<file path="src/rtl/iopcb_pkg.sv">
// shared constants and types for the hardware-response port and its clock blocks
package iopcb_pkg;
    // clocking
    localparam int unsigned CORE_HZ     = 200_000_000;
    localparam int unsigned REF_HZ      = 100_000_000;
    localparam int unsigned REF_DIV     = CORE_HZ / REF_HZ;
    localparam int unsigned NUM_CLKBLK  = 6;
    localparam int unsigned CLKDIV_W    = 8;
    localparam int unsigned CLKSEL_W    = 3;
    // data path
    localparam int unsigned CNT_W       = 16;
    localparam int unsigned XFER_W      = 32;
    localparam int unsigned FIFO_DEPTH  = 16;
    localparam int unsigned PORT_W_DEF  = 32;
    // reset values
    localparam logic [2:0] CLKSEL_RESET = 3'h0;
    localparam logic       OC_RESET     = 1'b0;
    localparam logic       PULL_RESET   = 1'b1;
    localparam logic [15:0] CNT_RESET   = 16'h0000;

    // pin condition that input sampling waits for
    typedef enum logic [1:0] {
        COND_NONE,
        COND_EQ,
        COND_NE
    } iopcb_cond_t;
endpackage

</file>
<file path="src/rtl/iopcb_port.sv">
// port with serialiser, 16-word fifo, port counter, timestamp and six clock blocks
`timescale 1ns/100ps

////////////////////////////////////////////////////////////////////////////////
module iopcb_fifo #(
    parameter int WIDTH = 32,
    parameter int DEPTH = 16
) (
    // clock and reset
    input  wire logic             core_clk,
    input  wire logic             reset,
    // fill side
    input  wire logic             in_valid,
    output logic                  in_ready,
    input  wire logic [WIDTH-1:0] in_data,
    // drain side
    output logic                  out_valid,
    input  wire logic             out_ready,
    output logic [WIDTH-1:0]      out_data
);
    localparam int AW = (DEPTH > 1) ? $clog2(DEPTH) : 1;
    if (DEPTH < 2 || (1 << AW) != DEPTH) begin : g_chk
        $error("fifo depth must be a power of two");
    end
    logic [WIDTH-1:0] mem [DEPTH];
    logic [AW:0]      wr_ptr;
    logic [AW:0]      rd_ptr;
    logic [AW:0]      next_wr_ptr;
    logic [AW:0]      next_rd_ptr;
    logic             push;
    logic             pop;

    always_comb begin
        in_ready    = (wr_ptr - rd_ptr) != (AW + 1)'(DEPTH);
        out_valid   = wr_ptr != rd_ptr;
        push        = in_valid && in_ready;
        pop         = out_valid && out_ready;
        next_wr_ptr = push ? wr_ptr + 1'b1 : wr_ptr;
        next_rd_ptr = pop ? rd_ptr + 1'b1 : rd_ptr;
        out_data    = mem[rd_ptr[AW-1:0]];
    end

    always_ff @(posedge core_clk or posedge reset) begin
        if (reset) begin
            wr_ptr <= '0;
            rd_ptr <= '0;
        end else begin
            wr_ptr <= next_wr_ptr;
            rd_ptr <= next_rd_ptr;
        end
    end

    // storage needs no reset; valid is governed by the pointers
    always_ff @(posedge core_clk) begin
        if (push) begin
            mem[wr_ptr[AW-1:0]] <= in_data;
        end
    end
endmodule // iopcb_fifo

////////////////////////////////////////////////////////////////////////////////
// Function
// - port widths 1, 4, 8, 16, 32; one direction
// - no mixed directions within one port
// - drive pins or sample, optionally on condition
// - each processor access completes in one cycle
// - open collector: zero pulls low, one floats
// - open collector chosen per port
// - data passes serialiser and transfer fifo
// - sixteen-bit port counter governs transfer moment
// - counter readable; transfer deferrable to counter value
// - transfer captures counter as timestamp
// - enabled link disables port pins
// - narrower port wins over shared wider pins
// - port always transfers at nominal width
// - six clock blocks; block zero 100 MHz
// - clock block may use divided external clock
// - strobe in qualifies input; strobe out
// - after reset port uses clock block zero
// - pull-downs enabled while in reset
// - pin events go straight to scheduler
// - enabling port switches pull off; software override
module iopcb_port #(
    parameter int PORT_W = iopcb_pkg::PORT_W_DEF
) (
    // clock and reset
    input  wire logic                                      core_clk,
    input  wire logic                                      reset,
    // port configuration
    input  wire logic                                      port_enable,
    input  wire logic                                      dir_out,
    input  wire logic                                      link_enable,
    input  wire logic [PORT_W-1:0]                         narrow_claim,
    input  wire logic                                      cfg_write,
    input  wire logic                                      cfg_open_collector,
    input  wire logic [iopcb_pkg::CLKSEL_W-1:0]            cfg_clk_sel,
    input  wire iopcb_pkg::iopcb_cond_t                    cond_mode,
    input  wire logic [PORT_W-1:0]                         cond_value,
    input  wire logic                                      strobe_in_enable,
    input  wire logic                                      pull_write,
    input  wire logic [PORT_W-1:0]                         pull_value,
    // clock blocks
    input  wire logic [iopcb_pkg::NUM_CLKBLK-1:0]          cb_ext_sel,
    input  wire logic [iopcb_pkg::NUM_CLKBLK*iopcb_pkg::CLKDIV_W-1:0] cb_div,
    // timed transfer
    input  wire logic                                      timed_arm,
    input  wire logic [iopcb_pkg::CNT_W-1:0]               timed_value,
    // processor write
    input  wire logic                                      cpu_wr_valid,
    output logic                                           cpu_wr_ready,
    input  wire logic [iopcb_pkg::XFER_W-1:0]              cpu_wr_data,
    // processor read
    output logic                                           cpu_rd_valid,
    input  wire logic                                      cpu_rd_ready,
    output logic [iopcb_pkg::XFER_W-1:0]                   cpu_rd_data,
    // status and events
    output logic [iopcb_pkg::CNT_W-1:0]                    port_count,
    output logic [iopcb_pkg::CNT_W-1:0]                    port_stamp,
    output logic                                           timed_pending,
    output logic                                           cond_event,
    output logic [iopcb_pkg::CLKSEL_W-1:0]                 clk_sel,
    output logic                                           open_collector,
    // pins
    input  wire logic [PORT_W-1:0]                         pin_in,
    output logic [PORT_W-1:0]                              pin_out,
    output logic [PORT_W-1:0]                              pin_oe,
    output logic [PORT_W-1:0]                              pin_pull_down,
    input  wire logic                                      ext_clk_in,
    input  wire logic                                      strobe_in,
    output logic                                           strobe_out
);
    localparam int XW    = iopcb_pkg::XFER_W;
    localparam int CW    = iopcb_pkg::CNT_W;
    localparam int NCB   = iopcb_pkg::NUM_CLKBLK;
    localparam int DW    = iopcb_pkg::CLKDIV_W;
    localparam int BEATS = XW / PORT_W;
    localparam int RW    = (BEATS > 1) ? $clog2(BEATS) : 1;
    localparam int SW    = PORT_W + 2;
    localparam int RCW   = (iopcb_pkg::REF_DIV > 1) ? $clog2(iopcb_pkg::REF_DIV) : 1;

    if (PORT_W != 1 && PORT_W != 4 && PORT_W != 8 && PORT_W != 16 && PORT_W != 32) begin : g_chk
        $error("port width must be 1, 4, 8, 16 or 32");
    end

    ////////////////////////////////////////////////////////////////////////////
    // pin synchronisers: a bit changes once stages two and three agree
    logic [SW-1:0] sync1;
    logic [SW-1:0] sync2;
    logic [SW-1:0] sync3;
    logic [SW-1:0] filt;
    logic [SW-1:0] next_filt;
    logic          ext_prev;
    logic          ext_rise;

    always_comb begin
        next_filt = (sync3 & ~(sync2 ^ sync3)) | (filt & (sync2 ^ sync3));
        ext_rise  = filt[SW-1] && !ext_prev;
    end

    always_ff @(posedge core_clk or posedge reset) begin
        if (reset) begin
            sync1    <= '0;
            sync2    <= '0;
            sync3    <= '0;
            filt     <= '0;
            ext_prev <= 1'b0;
        end else begin
            sync1    <= {ext_clk_in, strobe_in, pin_in};
            sync2    <= sync1;
            sync3    <= sync2;
            filt     <= next_filt;
            ext_prev <= filt[SW-1];
        end
    end

    ////////////////////////////////////////////////////////////////////////////
    // clock blocks: block zero is the reference, others divide ref or ext pin
    logic [RCW-1:0] ref_cnt;
    logic [RCW-1:0] next_ref_cnt;
    logic           ref_tick;
    logic [NCB-1:0] cb_tick;

    always_comb begin
        ref_tick     = ref_cnt == RCW'(iopcb_pkg::REF_DIV - 1);
        next_ref_cnt = ref_tick ? '0 : ref_cnt + 1'b1;
    end

    always_ff @(posedge core_clk or posedge reset) begin
        if (reset) begin
            ref_cnt <= '0;
        end else begin
            ref_cnt <= next_ref_cnt;
        end
    end

    for (genvar k = 0; k < NCB; k++) begin : g_cb
        logic [DW-1:0] cnt;
        logic [DW-1:0] next_cnt;
        logic          src;
        logic [DW-1:0] div;
        always_comb begin
            src        = (k == 0 || !cb_ext_sel[k]) ? ref_tick : ext_rise;
            div        = (k == 0) ? '0 : cb_div[k*DW +: DW];
            cb_tick[k] = src && cnt == div;
            next_cnt   = cnt;
            if (src) begin
                next_cnt = (cnt == div) ? '0 : cnt + 1'b1;
            end
        end
        always_ff @(posedge core_clk or posedge reset) begin
            if (reset) begin
                cnt <= '0;
            end else begin
                cnt <= next_cnt;
            end
        end
    end

    ////////////////////////////////////////////////////////////////////////////
    // port state
    logic                active;
    logic                tick;
    logic                time_ok;
    logic                cond_ok;
    logic [PORT_W-1:0]   pins_eff;
    logic                sample;
    logic                pop;
    logic                hold;
    logic [XW-1:0]       shreg;
    logic [RW-1:0]       remain;
    logic [PORT_W-1:0]   drive;
    logic                enable_prev;
    logic                next_hold;
    logic [XW-1:0]       next_shreg;
    logic [RW-1:0]       next_remain;
    logic [PORT_W-1:0]   next_drive;
    logic [CW-1:0]       next_count;
    logic [CW-1:0]       next_stamp;
    logic                next_pending;
    logic [CW-1:0]       target;
    logic [CW-1:0]       next_target;
    logic                next_strobe_out;
    logic                next_cond_event;
    logic [PORT_W-1:0]   next_pull;
    logic [iopcb_pkg::CLKSEL_W-1:0] next_clk_sel;
    logic                next_oc;
    logic                fifo_in_valid;
    logic                fifo_in_ready;
    logic [XW-1:0]       fifo_in_data;
    logic                fifo_out_valid;
    logic                fifo_out_ready;

    always_comb begin
        active   = port_enable && !link_enable;
        tick     = active && clk_sel < iopcb_pkg::CLKSEL_W'(NCB) && cb_tick[clk_sel];
        time_ok  = !timed_pending || port_count == target;
        pins_eff = filt[PORT_W-1:0] & ~narrow_claim;
        unique case (cond_mode)
            iopcb_pkg::COND_EQ: cond_ok = pins_eff == cond_value;
            iopcb_pkg::COND_NE: cond_ok = pins_eff != cond_value;
            default:            cond_ok = 1'b1;
        endcase
        pop    = tick && dir_out && remain == '0 && fifo_out_valid && time_ok;
        sample = tick && !dir_out && !hold && cond_ok && (remain != '0 || time_ok)
                 && (!strobe_in_enable || filt[SW-2]);

        next_count      = tick ? port_count + 1'b1 : port_count;
        next_stamp      = port_stamp;
        next_pending    = timed_pending;
        next_target     = target;
        next_shreg      = shreg;
        next_remain     = remain;
        next_drive      = drive;
        next_strobe_out = strobe_out;
        next_hold       = hold && !fifo_in_ready;
        next_cond_event = tick && !dir_out && cond_mode != iopcb_pkg::COND_NONE && cond_ok;
        next_clk_sel    = cfg_write ? cfg_clk_sel : clk_sel;
        next_oc         = cfg_write ? cfg_open_collector : open_collector;
        next_pull       = pin_pull_down;
        if (port_enable && !enable_prev) begin
            next_pull = '0;
        end
        if (pull_write) begin
            next_pull = pull_value;
        end

        if (tick && dir_out) begin
            if (remain != '0) begin
                next_drive  = shreg[PORT_W-1:0];
                next_shreg  = shreg >> PORT_W;
                next_remain = remain - 1'b1;
            end else if (pop) begin
                next_drive      = cpu_rd_data[PORT_W-1:0];
                next_shreg      = cpu_rd_data >> PORT_W;
                next_remain     = RW'(BEATS - 1);
                next_stamp      = port_count;
                next_pending    = 1'b0;
                next_strobe_out = 1'b1;
            end else begin
                next_strobe_out = 1'b0;
            end
        end
        if (sample) begin
            next_shreg = (shreg >> PORT_W) | (XW'(pins_eff) << (XW - PORT_W));
            if (remain == RW'(BEATS - 1)) begin
                next_remain  = '0;
                next_hold    = 1'b1;
                next_stamp   = port_count;
                next_pending = 1'b0;
            end else begin
                next_remain = remain + 1'b1;
            end
        end
        // a new arm in the transfer cycle wins, so the next transfer waits again
        if (timed_arm) begin
            next_pending = 1'b1;
            next_target  = timed_value;
        end
    end

    always_ff @(posedge core_clk or posedge reset) begin
        if (reset) begin
            port_count     <= iopcb_pkg::CNT_RESET;
            port_stamp     <= iopcb_pkg::CNT_RESET;
            timed_pending  <= 1'b0;
            target         <= iopcb_pkg::CNT_RESET;
            shreg          <= '0;
            remain         <= '0;
            drive          <= '0;
            hold           <= 1'b0;
            strobe_out     <= 1'b0;
            cond_event     <= 1'b0;
            clk_sel        <= iopcb_pkg::CLKSEL_RESET;
            open_collector <= iopcb_pkg::OC_RESET;
            pin_pull_down  <= {PORT_W{iopcb_pkg::PULL_RESET}};
            enable_prev    <= 1'b0;
        end else begin
            port_count     <= next_count;
            port_stamp     <= next_stamp;
            timed_pending  <= next_pending;
            target         <= next_target;
            shreg          <= next_shreg;
            remain         <= next_remain;
            drive          <= next_drive;
            hold           <= next_hold;
            strobe_out     <= next_strobe_out;
            cond_event     <= next_cond_event;
            clk_sel        <= next_clk_sel;
            open_collector <= next_oc;
            pin_pull_down  <= next_pull;
            enable_prev    <= port_enable;
        end
    end

    ////////////////////////////////////////////////////////////////////////////
    // fifo sides swap with direction; turning round with data inside mixes words
    always_comb begin
        fifo_in_valid  = dir_out ? cpu_wr_valid : hold;
        fifo_in_data   = dir_out ? cpu_wr_data : shreg;
        fifo_out_ready = dir_out ? pop : cpu_rd_ready;
        cpu_wr_ready   = dir_out && fifo_in_ready;
        cpu_rd_valid   = !dir_out && fifo_out_valid;
        pin_out        = open_collector ? '0 : drive;
        pin_oe         = (active && dir_out) ? ((open_collector ? ~drive : '1) & ~narrow_claim) : '0;
    end

    iopcb_fifo #(
        .WIDTH (XW),
        .DEPTH (iopcb_pkg::FIFO_DEPTH)
    ) u_fifo (
        .core_clk  (core_clk),
        .reset     (reset),
        .in_valid  (fifo_in_valid),
        .in_ready  (fifo_in_ready),
        .in_data   (fifo_in_data),
        .out_valid (fifo_out_valid),
        .out_ready (fifo_out_ready),
        .out_data  (cpu_rd_data)
    );
endmodule // iopcb_port

</file>
<file path="config.mk">
export PLATFORM = sky130hd
export DESIGN_NAME = iopcb_port
export DESIGN_NICKNAME = d
export VERILOG_FILES = /design/src/rtl/iopcb_pkg.sv /design/src/rtl/iopcb_port.sv
export SDC_FILE = /design/constraint.sdc
export NUM_CORES = 1
export LEC_CHECK = 0
export BUFFER_PORTS_ARGS = -buffer_cell sky130_fd_sc_hd__clkbuf_2
export CAP_MARGIN = 40
export CORE_ASPECT_RATIO = 1.25
export CORE_MARGIN = 8
export CORE_UTILIZATION = 40
export CTS_CLUSTER_SIZE = 8
export DETAILED_ROUTE_END_ITERATION = 8
export PLACE_DENSITY = 0.6
export SLEW_MARGIN = 40
export SYNTH_ARGS = -nofsm -noshare
export SYNTH_HDL_FRONTEND = slang
export SYNTH_SLANG_ARGS = --single-unit
</file>
<file path="constraint.sdc">
create_clock -name core_clk -period 26.9 [get_ports core_clk]
set_input_delay 1.345 -clock core_clk [delete_from_list [all_inputs] [get_ports core_clk]]
set_output_delay 1.345 -clock core_clk [all_outputs]
set_load 0.01 [all_outputs]
</file>
Word-level counts from Yosys, hierarchy flattened
Memory sizes are Yosys's and may differ from the RTL's.
Index checks and enable logic that the tools add are counted.
Widths: inputs -> output; s select.

storage, ports and cells
  register bits = 350
  memories kept = 1
  output and inout port bits = 169
  RAM bits = 512
  word-level logic and storage cells = 163

cells by class
  bitwise gates (word level) = 10
  add/sub/neg operators = 13
  reduce and logical (&&, ||, !) cells = 48
  equal/unequal tests = 12
  multiplexer cells = 49
  order comparisons = 2

memories
  name        depth  bits a word  rd ports  clocked after Yosys merged registers in  write ports  RTL line          RTL
  u_fifo.mem  16     32           1         0                                        1            iopcb_port.sv:25  logic [WIDTH-1:0] mem [DEPTH];

operators with widths
  cell                   count
  $mux 32                12
  $mux 16                5
  $and 34x34->34         2
  $and 32x32->32         2
  $not 32->32            2
  $add 8x1->8 const B    6
  $mux 8                 6
  $eq 8x8->1             5
  $not 34->34            1
  $or 34x34->34          1
  $xor 34x34->34         1
  $eq 32x32->1           1
  $ne 32x32->1           1
  $logic_and 1x1->1      28
  $mux 1                 24
  $add 16x1->16 const B  1
  $eq 16x16->1           1
  $add 5x1->5 const B    2
  $logic_not 1->1        8
  $logic_not 8->1        1
  $reduce_bool 2->1      4
  $reduce_and 2->1       3
  $ne 5x5->1             1
  $ne 5x5->1 const B     1
  12 further kinds       15

Longest topological paths before layout
Gate-level depths: netlist (run 1).

  depth in word-level cells = 17
  depth in mapped cells = 12
  depth with buffers taken out = 10

Cells and area by module
A second synthesis (run 1) with hierarchy kept.

second synthesis, totals
  cells, all modules = 2068
  area total of the unflattened synthesis = 34371.7 um^2

modules (own cells, without submodules)
  module      instances  area each (um^2)  cells an instance  sequential area each (um^2)
  iopcb_fifo  1          20335.8           990                15625.0
  iopcb_port  1          14036.0           1078               8523.2

Worst setup path after synthesis (run 1)
Ideal clock, no wire load.

  path type = flip-flop to flip-flop
  from = reg u_fifo.rd_ptr[1]
  to = mem u_fifo.mem[3][0], enable pin
  stages on the path, launching flop included = 12
  buffers on the path = 3
  path slack = 21.793 ns
  setup time = 0.461 ns
  required time = 26.439 ns
  data arrival time = 4.646 ns
  cells stage by stage = dfrtp_1 -> clkbuf_1 -> clkbuf_1 -> clkbuf_1 -> inv_1 -> ha_1 -> a21oi_1 -> mux2i_1 -> nor2_1 -> nor2_1 -> nand2_1 -> nor3_1

on the way
  cells in the longest elaborated chain, start to end = 5

ends and longest elaborated chain
  element                       RTL line          RTL
  start: declaration            iopcb_port.sv:27  logic [AW:0] rd_ptr;
  start signal: assignment      iopcb_port.sv:49  rd_ptr <= next_rd_ptr;
  $sub 5x5->5                   iopcb_port.sv:34  in_ready = (wr_ptr - rd_ptr) != (AW + 1)'(DEPTH);
  $ne 5x5->1                    iopcb_port.sv:34
  $logic_and 1x1->1             iopcb_port.sv:36  push = in_valid && in_ready;
  $mux 1                        iopcb_port.sv:55  if (push) begin
  $mux 1 (not written as such)  iopcb_port.sv:56  mem[wr_ptr[AW-1:0]] <= in_data;
  end: declaration              iopcb_port.sv:25

No other way between the ends.

Worst setup path in the final report (run 1)
  from = reg u_fifo.rd_ptr[0]
  to = out cpu_rd_data[13] (netlist name)

on the way
  cells in the longest elaborated chain, start to end = 1

ends and longest elaborated chain
  element           RTL line           RTL
  $mem_v2 16x32     -
  end: declaration  iopcb_port.sv:115  output logic [iopcb_pkg::XFER_W-1:0] cpu_rd_data,

No other way between the ends.

==> results of run 1 <==
where the power goes:
group	internal [mW]	switching, mW
sequential	1.50	0.0829
clock	0.809	0.542
combinational	0.400	0.469
total	2.71	1.09
synth_stat cells (all sizes together) (10+ instances only):
cell type | number | area, µm²
a211oi | 32 | 240.2
a21oi | 10 | 65.07
a22o | 34 | 299.0
and3 | 10 | 62.56
buf | 42 | 221.5
clkbuf | 38 | 142.6
dfrtp | 317 | 7933
dfstp | 32 | 840.8
edfxtp | 512 | 15370
ha | 20 | 250.2
inv | 19 | 71.31
maj3 | 34 | 340.3
mux2 | 99 | 1115
mux2i | 40 | 404.1
mux4 | 161 | 3626
nand2 | 86 | 322.8
nand2b | 41 | 256.5
nand3 | 19 | 95.09
nand4 | 35 | 219.0
nor2 | 58 | 217.7
nor2b | 41 | 256.5
nor3 | 10 | 50.05
o21ai | 40 | 200.2
xnor2 | 62 | 543.0
xor2 | 74 | 648.1
final timing paths:
check | slack [ns] | cells past startpoint | to
min reg2reg | 0.34 | 0 | sync2[16]$_DFF_PP0_
max reg2reg | 22.87 | 10 | u_fifo.mem[11][20]$_DFFE_PP_
min | 0.34 | 0 | sync2[16]$_DFF_PP0_
max in group asynchronous | 24.79 | 3 | drive[18]$_DFFE_PP0P_
max | 22.12 | 5 | cpu_rd_data[13]
min in group asynchronous | 0.79 | 2 | sync3[27]$_DFF_PP0_
cells in the final DEF (no fill, tap or decap), drive strengths merged, types with 4 or more instances in the layout:
cell type and n:
clkbuf 595, edfxtp 512, dfrtp 317, mux4 161, mux2 99, nand2 86
xor2 74, xnor2 62, nor2 58, nand2b 41, nor2b 41, o21ai 40
mux2i 40, nand4 35, buf 35, maj3 34, a22o 34, a211oi 32
dfstp 32, ha 20, inv 20, nand3 19, and3 10, a21oi 10
nor3 10, nor4 9, o31ai 6, clkinv 5, o41ai 4
sequential cells by signal, summed over array words and instances (netlist names), 3 cells and up, named ones only:
signal	flops
sync2	34
pin_pull_down	32
g_cb.cnt	48
clk_sel	3
shreg	32
sync3	34
u_fifo.rd_ptr	5
port_count	16
sync1	34
port_stamp	16
u_fifo.wr_ptr	5
drive	32
target	16
u_fifo.mem	512
worst register-to-register path, stage by stage, from the launching register on:
cell and delay (ns):
dfrtp_2 0.33, buf_4 0.63, inv_1 0.13, ha_1 0.35, and2_1 0.16, mux2i_1 0.13, nor2_1 0.10, nor2_1 0.42
nand2_1 0.37, nor2_4 0.55, buf_4 0.50
layout make-up:
cell class	count	share of cell area, %
sequential	861	58.68
multi-input combinational	956	23.76
clock buffer	187	7.826
timing repair buffer	443	5.850
tap	1098	3.337
clock inverter	6	0.3465
inverter	19	0.2036
layer usage:
| layer | vias up | track usage [%] | wire length (µm) |
|---|---|---|---|
| li1 | 8322 | - | - |
| met1 | 10130 | 25.09 | 38550 |
| met2 | 576 | 32.16 | 46150 |
| met3 | 137 | 3.543 | 5020 |
| met4 | 8 | 6.566 | 2589 |
| met5 | - | 0 | 48 |
cells by family after synthesis:
kind of cell	after synthesis	share of synthesized area, %
adders and majority gates	54	1.726
DFF	861	70.57
AOI/OAI and AO/OA	133	2.757
muxes	300	15.03
and+or+nand+nor	333	5.163
xor gates and xnor gates	136	3.481
buffers and inverters	99	1.272
==> run summary, run 1 <==
total gr overflow: 0
Cell Area, Placed: 37720 µm²
Cells after DPL: 3373
worst path cell trace: buf_12 > buf_16 > mux4_2 > mux4_2 > clkbuf_2
EDFF count, synth: 512
Final nets: 2667
post-layout min period: 4.783 ns
Slowest-stage cell, CP: dfrtp_4
Worst Path Arrival: 3.44 ns
diode count: 0
CP delay by family, top: multiplexers
# clock sinks: 861
gr usage total: 19.17%
final core utilization: 48.27%
crit-path max FO: 62
cts bufs inserted: 117
Synth Flop Type: edfxtp_1
Clock Tree Buf Depth: 3
Post-Route WL: 92.35 mm
routed length per instance: 25.87 µm
run status: complete, no violations
launch point of the worst reg-to-reg path: u_fifo.rd_ptr[2]$_DFFE_PP0P_
num ports: 418
Worst setup startpoint: u_fifo.rd_ptr[0]$_DFFE_PP0P_
Die Y: 343.0 µm
Final Non-Filler Cells: 3570
Final Cycle Share: 17.78%
Mapped Cells: 1916
first-pass GRT wire length: 136.0 mm
most frequent CP cell: mux4_2
Placement Setup Slack: 21.76 ns
Worst Clk Skew: 0.03834 ns
worst slew pin tran: 0.8687 ns
Hold Crit Class: reg -> reg
std cell rows: 120
critical path class: reg -> out
die area: 95220 µm²
Post-CTS Setup Inserts: 0
CTS resizes: 0
Synth Cell Area: 34220 µm²
Initial DRC Count: 1301
Startpoint Class: register
register area share after synthesis: 70.57%
post-route cell area: 41170 µm²
WP buf/inv: 3
synthesized area per cell: 17.86 µm²
layout cell share with drive strength beyond 1: 36.00%
DR DRC count: 0
Max-slew headroom: 41.30%
post-synthesis net count: 2185
post-route ant nets: 0
root buf cell: clkbuf_16
#FFs+latches synth: 861
TritonRoute pass-1 iters: 6
Core ar.: 85280 µm²
power per cell area: 92.48 nW/µm²
RSZ-0062 raised after global routing: no
vias in the first global route: 20320
Static Leak: 15.87 nW
Post-DP HPWL: 59.12 mm
DIE WIDTH: 277.6 µm
CP peak stage delay: 0.63 ns
Max Slew Vio Count: 0
vias post-DR: 19170
flip-flop and latch area: 24160 µm²
fill count: 7167
TNS Setup: 0 ns
CTS tree: built
Data required, critical path: 25.55 ns
Clock Latency Late Sink: 0.69 ns
hold buffers post-CTS: 0
Worst-path clk slew: 0.05 ns
final worst setup slack: 22.12 ns
Placer Congestion: 0.8178
FMAX: 0.2091 GHz
Peak VDD IR: 0.00006099 V
max cap viols: 0
number of synthesis warnings: 0
Clock H-tree levels: 3
Final Setup Violations: 0
pin count of the biggest net entering global routing: 136
Initial Util: 40.13%
port bufs: 408
min-delay src: sync1[16]$_DFF_PP0_
Synth-to-Final Area Change: 20.31%
Multi-input gate area: 9781 µm²
DR vias/cell: 5.369
Tot Pwr: 3.807 mW
Async SR Flop Fraction: 40.53%
Min Hold Slack: 0.3445 ns
Hold Fails Final Rpt: 0
CP endpoint kind: output port
initial antenna violation count: 5
Cell variety after synth: 60
No activity file was read; power rests on OpenSTA's default activity.
==> run 2, diff against run 1 <==
ABC_AREA = 1   (was unset)
PLACE_DENSITY = 0.63   (was 0.6)
clock period = 4.2 ns   (was 26.9 ns; I/O delays follow)
==> run 2 against run 1 <==
Effect of this change: global-route usage rose by 1.7 points; non-clock buffer count rose by 158; count of clock-buffer cells in the layout fell by 21; sequential cell count did not move.
==> run summary, run 2 <==
layout cell share with drive strength beyond 1: 17.31% (was 36.00%)
Clock Tree Buf Depth: 3 (unchanged)
clock power share: 33.4% (was 35.5%)
power per cell area: 592.3 nW/µm² (was 92.48 nW/µm²)
port bufs: 408 (unchanged)
cts bufs inserted: 118 (was 117)
CTS tree: built (unchanged)
std cell rows: 122 (was 120)
Die Y: 348.7 µm (was 343.0 µm)
switching power of the nets: 8.895 mW (was 1.094 mW)
Synth top area share: 43.41% (was 44.93%)
Synth Cell Area: 35420 µm² (was 34220 µm²)
Core ar.: 88080 µm² (was 85280 µm²)
Max Slew Vio Count: 0 (unchanged)
main combinational cell family by area after synthesis: simple AND/OR/NAND/NOR gates (was multiplexers)
Static Leak: 18.26 nW (was 15.87 nW)
# clock sinks: 861 (unchanged)
Post-DP HPWL: 67.27 mm (was 59.12 mm)
critical path class: reg -> out (unchanged)
number of synthesis warnings: 0 (unchanged)
initial antenna violation count: 4 (was 5)
Clock Latency Late Sink: 0.70 ns (was 0.69 ns)
root buf cell: clkbuf_16 (unchanged)
Synth-to-Final Area Change: 23.71% (was 20.31%)
mux contribution to synthesized area: 0.03180% (was 15.03%)
Data required, critical path: 3.99 ns (was 25.55 ns)
Slowest-stage cell, CP: a31oi_1 (was dfrtp_4)
TNS Setup: 0 ns (unchanged)
Synth Flop Type: edfxtp_1 (unchanged)
worst slew pin tran: 0.8660 ns (was 0.8687 ns)
RSZ-0062 raised after global routing: no (unchanged)
Cell variety after synth: 48 (was 60)
Worst Path Arrival: 3.57 ns (was 3.44 ns)
Post-CTS Setup Inserts: 0 (unchanged)
Post-synth top cells: nand2_1 (570), edfxtp_1 (512), nor2_1 (394) (was edfxtp_1 (512), dfrtp_1 (317), mux4_2 (161))
CP endpoint kind: output port (unchanged)
DIE WIDTH: 282.1 µm (was 277.6 µm)
Final Setup Violations: 0 (unchanged)
crit-path max FO: 78 (was 62)
Worst-path clk slew: 0.05 ns (about the same)
worst path cell trace: clkinv_4 > buf_16 > o21ai_0 > o22ai_1 > a22o_1 > a31oi_1 > inv_1 > clkbuf_2 (was buf_12 > buf_16 > mux4_2 > mux4_2 > clkbuf_2)
#FFs+latches synth: 861 (unchanged)
Initial Util: 40.21% (was 40.13%)
pin count of the biggest net entering global routing: 132 (was 136)
synthesized area per cell: 11.07 µm² (was 17.86 µm²)
num ports: 418 (unchanged)
run status: complete, no violations (unchanged)
vias post-DR: 26020 (was 19170)
CP peak stage delay: 0.65 ns (was 0.63 ns)
Post-Route WL: 104.9 mm (was 92.35 mm)
die area: 98380 µm² (was 95220 µm²)
first-pass GRT wire length: 156.7 mm (was 136.0 mm)
dominant cells by area after synthesis: edfxtp_1 (43%), dfrtp_1 (22%), nand2_1 (6.0%) (was edfxtp_1 (45%), dfrtp_1 (23%), mux4_2 (11%))
Async SR Flop Fraction: 40.53% (unchanged)
Int Pwr: 17.05 mW (was 2.713 mW)
Sw Share: 34.28% (was 28.73%)
DR vias/cell: 5.197 (was 5.369)
commonest non-fill, non-tap cell in the layout: nand2_1 (was edfxtp_1)
CP delay by family, top: compound AO/OA/AOI/OAI gates (was multiplexers)
routed length per instance: 20.96 µm (was 25.87 µm)
Cells after DPL: 4682 (was 3373)
Tot Pwr: 25.95 mW (was 3.807 mW)
total gr overflow: 0 (unchanged)
Startpoint Class: register (unchanged)
post-synthesis net count: 3467 (was 2185)
Logic pwr share: 27.3% (was 22.8%)
Hold Fails Final Rpt: 0 (unchanged)
FMAX: 0.2645 GHz
Final Non-Filler Cells: 5007 (was 3570)
most frequent cells in the layout: nand2_1 (570), edfxtp_1 (512), clkbuf_2 (408) (was edfxtp_1 (512), clkbuf_2 (408), dfrtp_1 (313))
Yosys top cell by area: edfxtp_1 (unchanged)
Largest register FFs: 512 (unchanged)
Placement Setup Slack: 0.9344 ns (was 21.76 ns)
Final Cycle Share: 90.00%
Worst Clk Skew: 0.04051 ns (was 0.03834 ns)
gr usage total: 20.84% (was 19.17%)
WP buf/inv: 4 (was 3)
final worst setup slack: 0.4199 ns (was 22.12 ns)
Initial DRC Count: 2204 (was 1301)
Max-slew headroom: 42.00% (was 41.30%)
max cap viols: 0 (unchanged)
top-count cell post-synth: nand2_1 (was edfxtp_1)
Clock H-tree levels: 3 (unchanged)
adder-cell share of the synthesized area: 1.668% (was 1.726%)
post-layout min period: 3.780 ns
post-synthesis simple-gate area fraction: 13.41% (was 5.163%)
Mapped Cells: 3198 (was 1916)
EDFF count, synth: 512 (unchanged)
Final nets: 4038 (was 2667)
post-route ant nets: 0 (unchanged)
Peak VDD IR: 0.0004497 V (was 0.00006099 V)
sequential power share: 39.3% (was 41.7%)
Hold Crit Class: in -> async (was reg -> reg)
Synth Area in XOR/XNOR: 1.731% (was 3.481%)
TritonRoute pass-1 iters: 5 (was 6)
DR DRC count: 0 (unchanged)
Placer Congestion: 0.8838 (was 0.8178)
vias in the first global route: 26000 (was 20320)
register area share after synthesis: 68.19% (was 70.57%)
Compound-Gate Fraction of Synth Area: 10.22% (was 2.757%)
## run 2: cell count changes after synthesis, moves of 52 or more
cell,change
clkbuf_1,+77
inv_1,+262
mux2_2,-90
mux4_2,-161
nand2_1,+484
nand3_1,+94
nor2_1,+336
o21ai_0,+297
o221ai_1,+52
o22ai_1,+76
## run 2: path summary, 6_finish.rpt
path / slack [ns] / to / depth (start not counted) / start
max: 0.42 / cpu_rd_data[28] / 8 / u_fifo.rd_ptr[0]$_DFFE_PP0P_
min: 0.03 / sync2[31]$_DFF_PP0_ / 3 / reset
max reg2reg: 0.73 / u_fifo.rd_ptr[1]$_DFFE_PP0P_ / 16 / g_cb[5].cnt[0]$_DFFE_PP0N_
min reg2reg: 0.35 / sync2[20]$_DFF_PP0_ / 0 / sync1[20]$_DFF_PP0_
max in group asynchronous: 2.95 / open_collector$_DFFE_PP0P_ / 5 / reset
min in group core_clk: 0.04 / g_cb[4].cnt[3]$_DFFE_PP0N_ / 7 / cb_div[35]
## run 2: worst reg2reg max path: stages (launching register included)
cell           delay [ns]
dfrtp_1              0.38
inv_1                0.11
or2_2                0.13
nand3_1              0.07
dlygate4sd3_1        0.56
nor2_1               0.12
nand3_1              0.21
nand2_1              0.16
nand4_1              0.08
nand2_1              0.08
nand2_2              0.18
inv_2                0.17
nand3_4              0.37
buf_12               0.37
nand2_1              0.27
nand2_1              0.08
nand2_1              0.07
## run 2: kinds of logic after synthesis
logic type,after synthesis
muxes,1
buffers and inverters,434
DFF,861
xor gates and xnor gates,70
AOI/OAI and AO/OA,613
and+or+nand+nor,1165
adders and majority gates,54
## run 2: area by class of cell
class / count / area [µm²]
fill: 7814 / 44270
antenna: 5 / 12.51
multi-input combinational: 1903 / 9734
tap: 1178 / 1474
timing repair buffer: 601 / 4014
clock inverter: 9 / 207.7
sequential: 861 / 24160
clock buffer: 166 / 3133
inverter: 284 / 1075
## run 2: through the flow
step	util [%]	area (µm²)	hold WS, ns
finish	49.74	43810	0.03403
global route	49.74	43810	0.02797
CTS	49.67	43750	0.001309
detailed placement	44.25	38980	0.3199
global placement	44.23	38960	0.3196
floorplan	-	35420	0.2414
## run 2: metal layers
metal	routed length, µm	track usage (%)
met1	41950	26.10
met2	52170	35.52
met3	6925	3.839
met4	3895	8.293
met5	0	0
## run 2: repair_timing
| action | in CTS | in global routing |
|---|---|---|
| gates resized for setup | 0 | 0 |
| hold buffers | 143 | 0 |
| endpoints found under the hold margin | 158 | 0 |
## run 2: power groups by stage
stage	logic (mW)	registers, mW	clock network, mW
2_1_floorplan	4.03	10.2	0
3_3_place_gp	6.86	10.3	0
3_5_place_dp	6.94	10.3	0
4_1_cts	7.12	10.2	8.81
5_1_grt	7.77	10.3	9.14
6_report	7.07	10.2	8.68
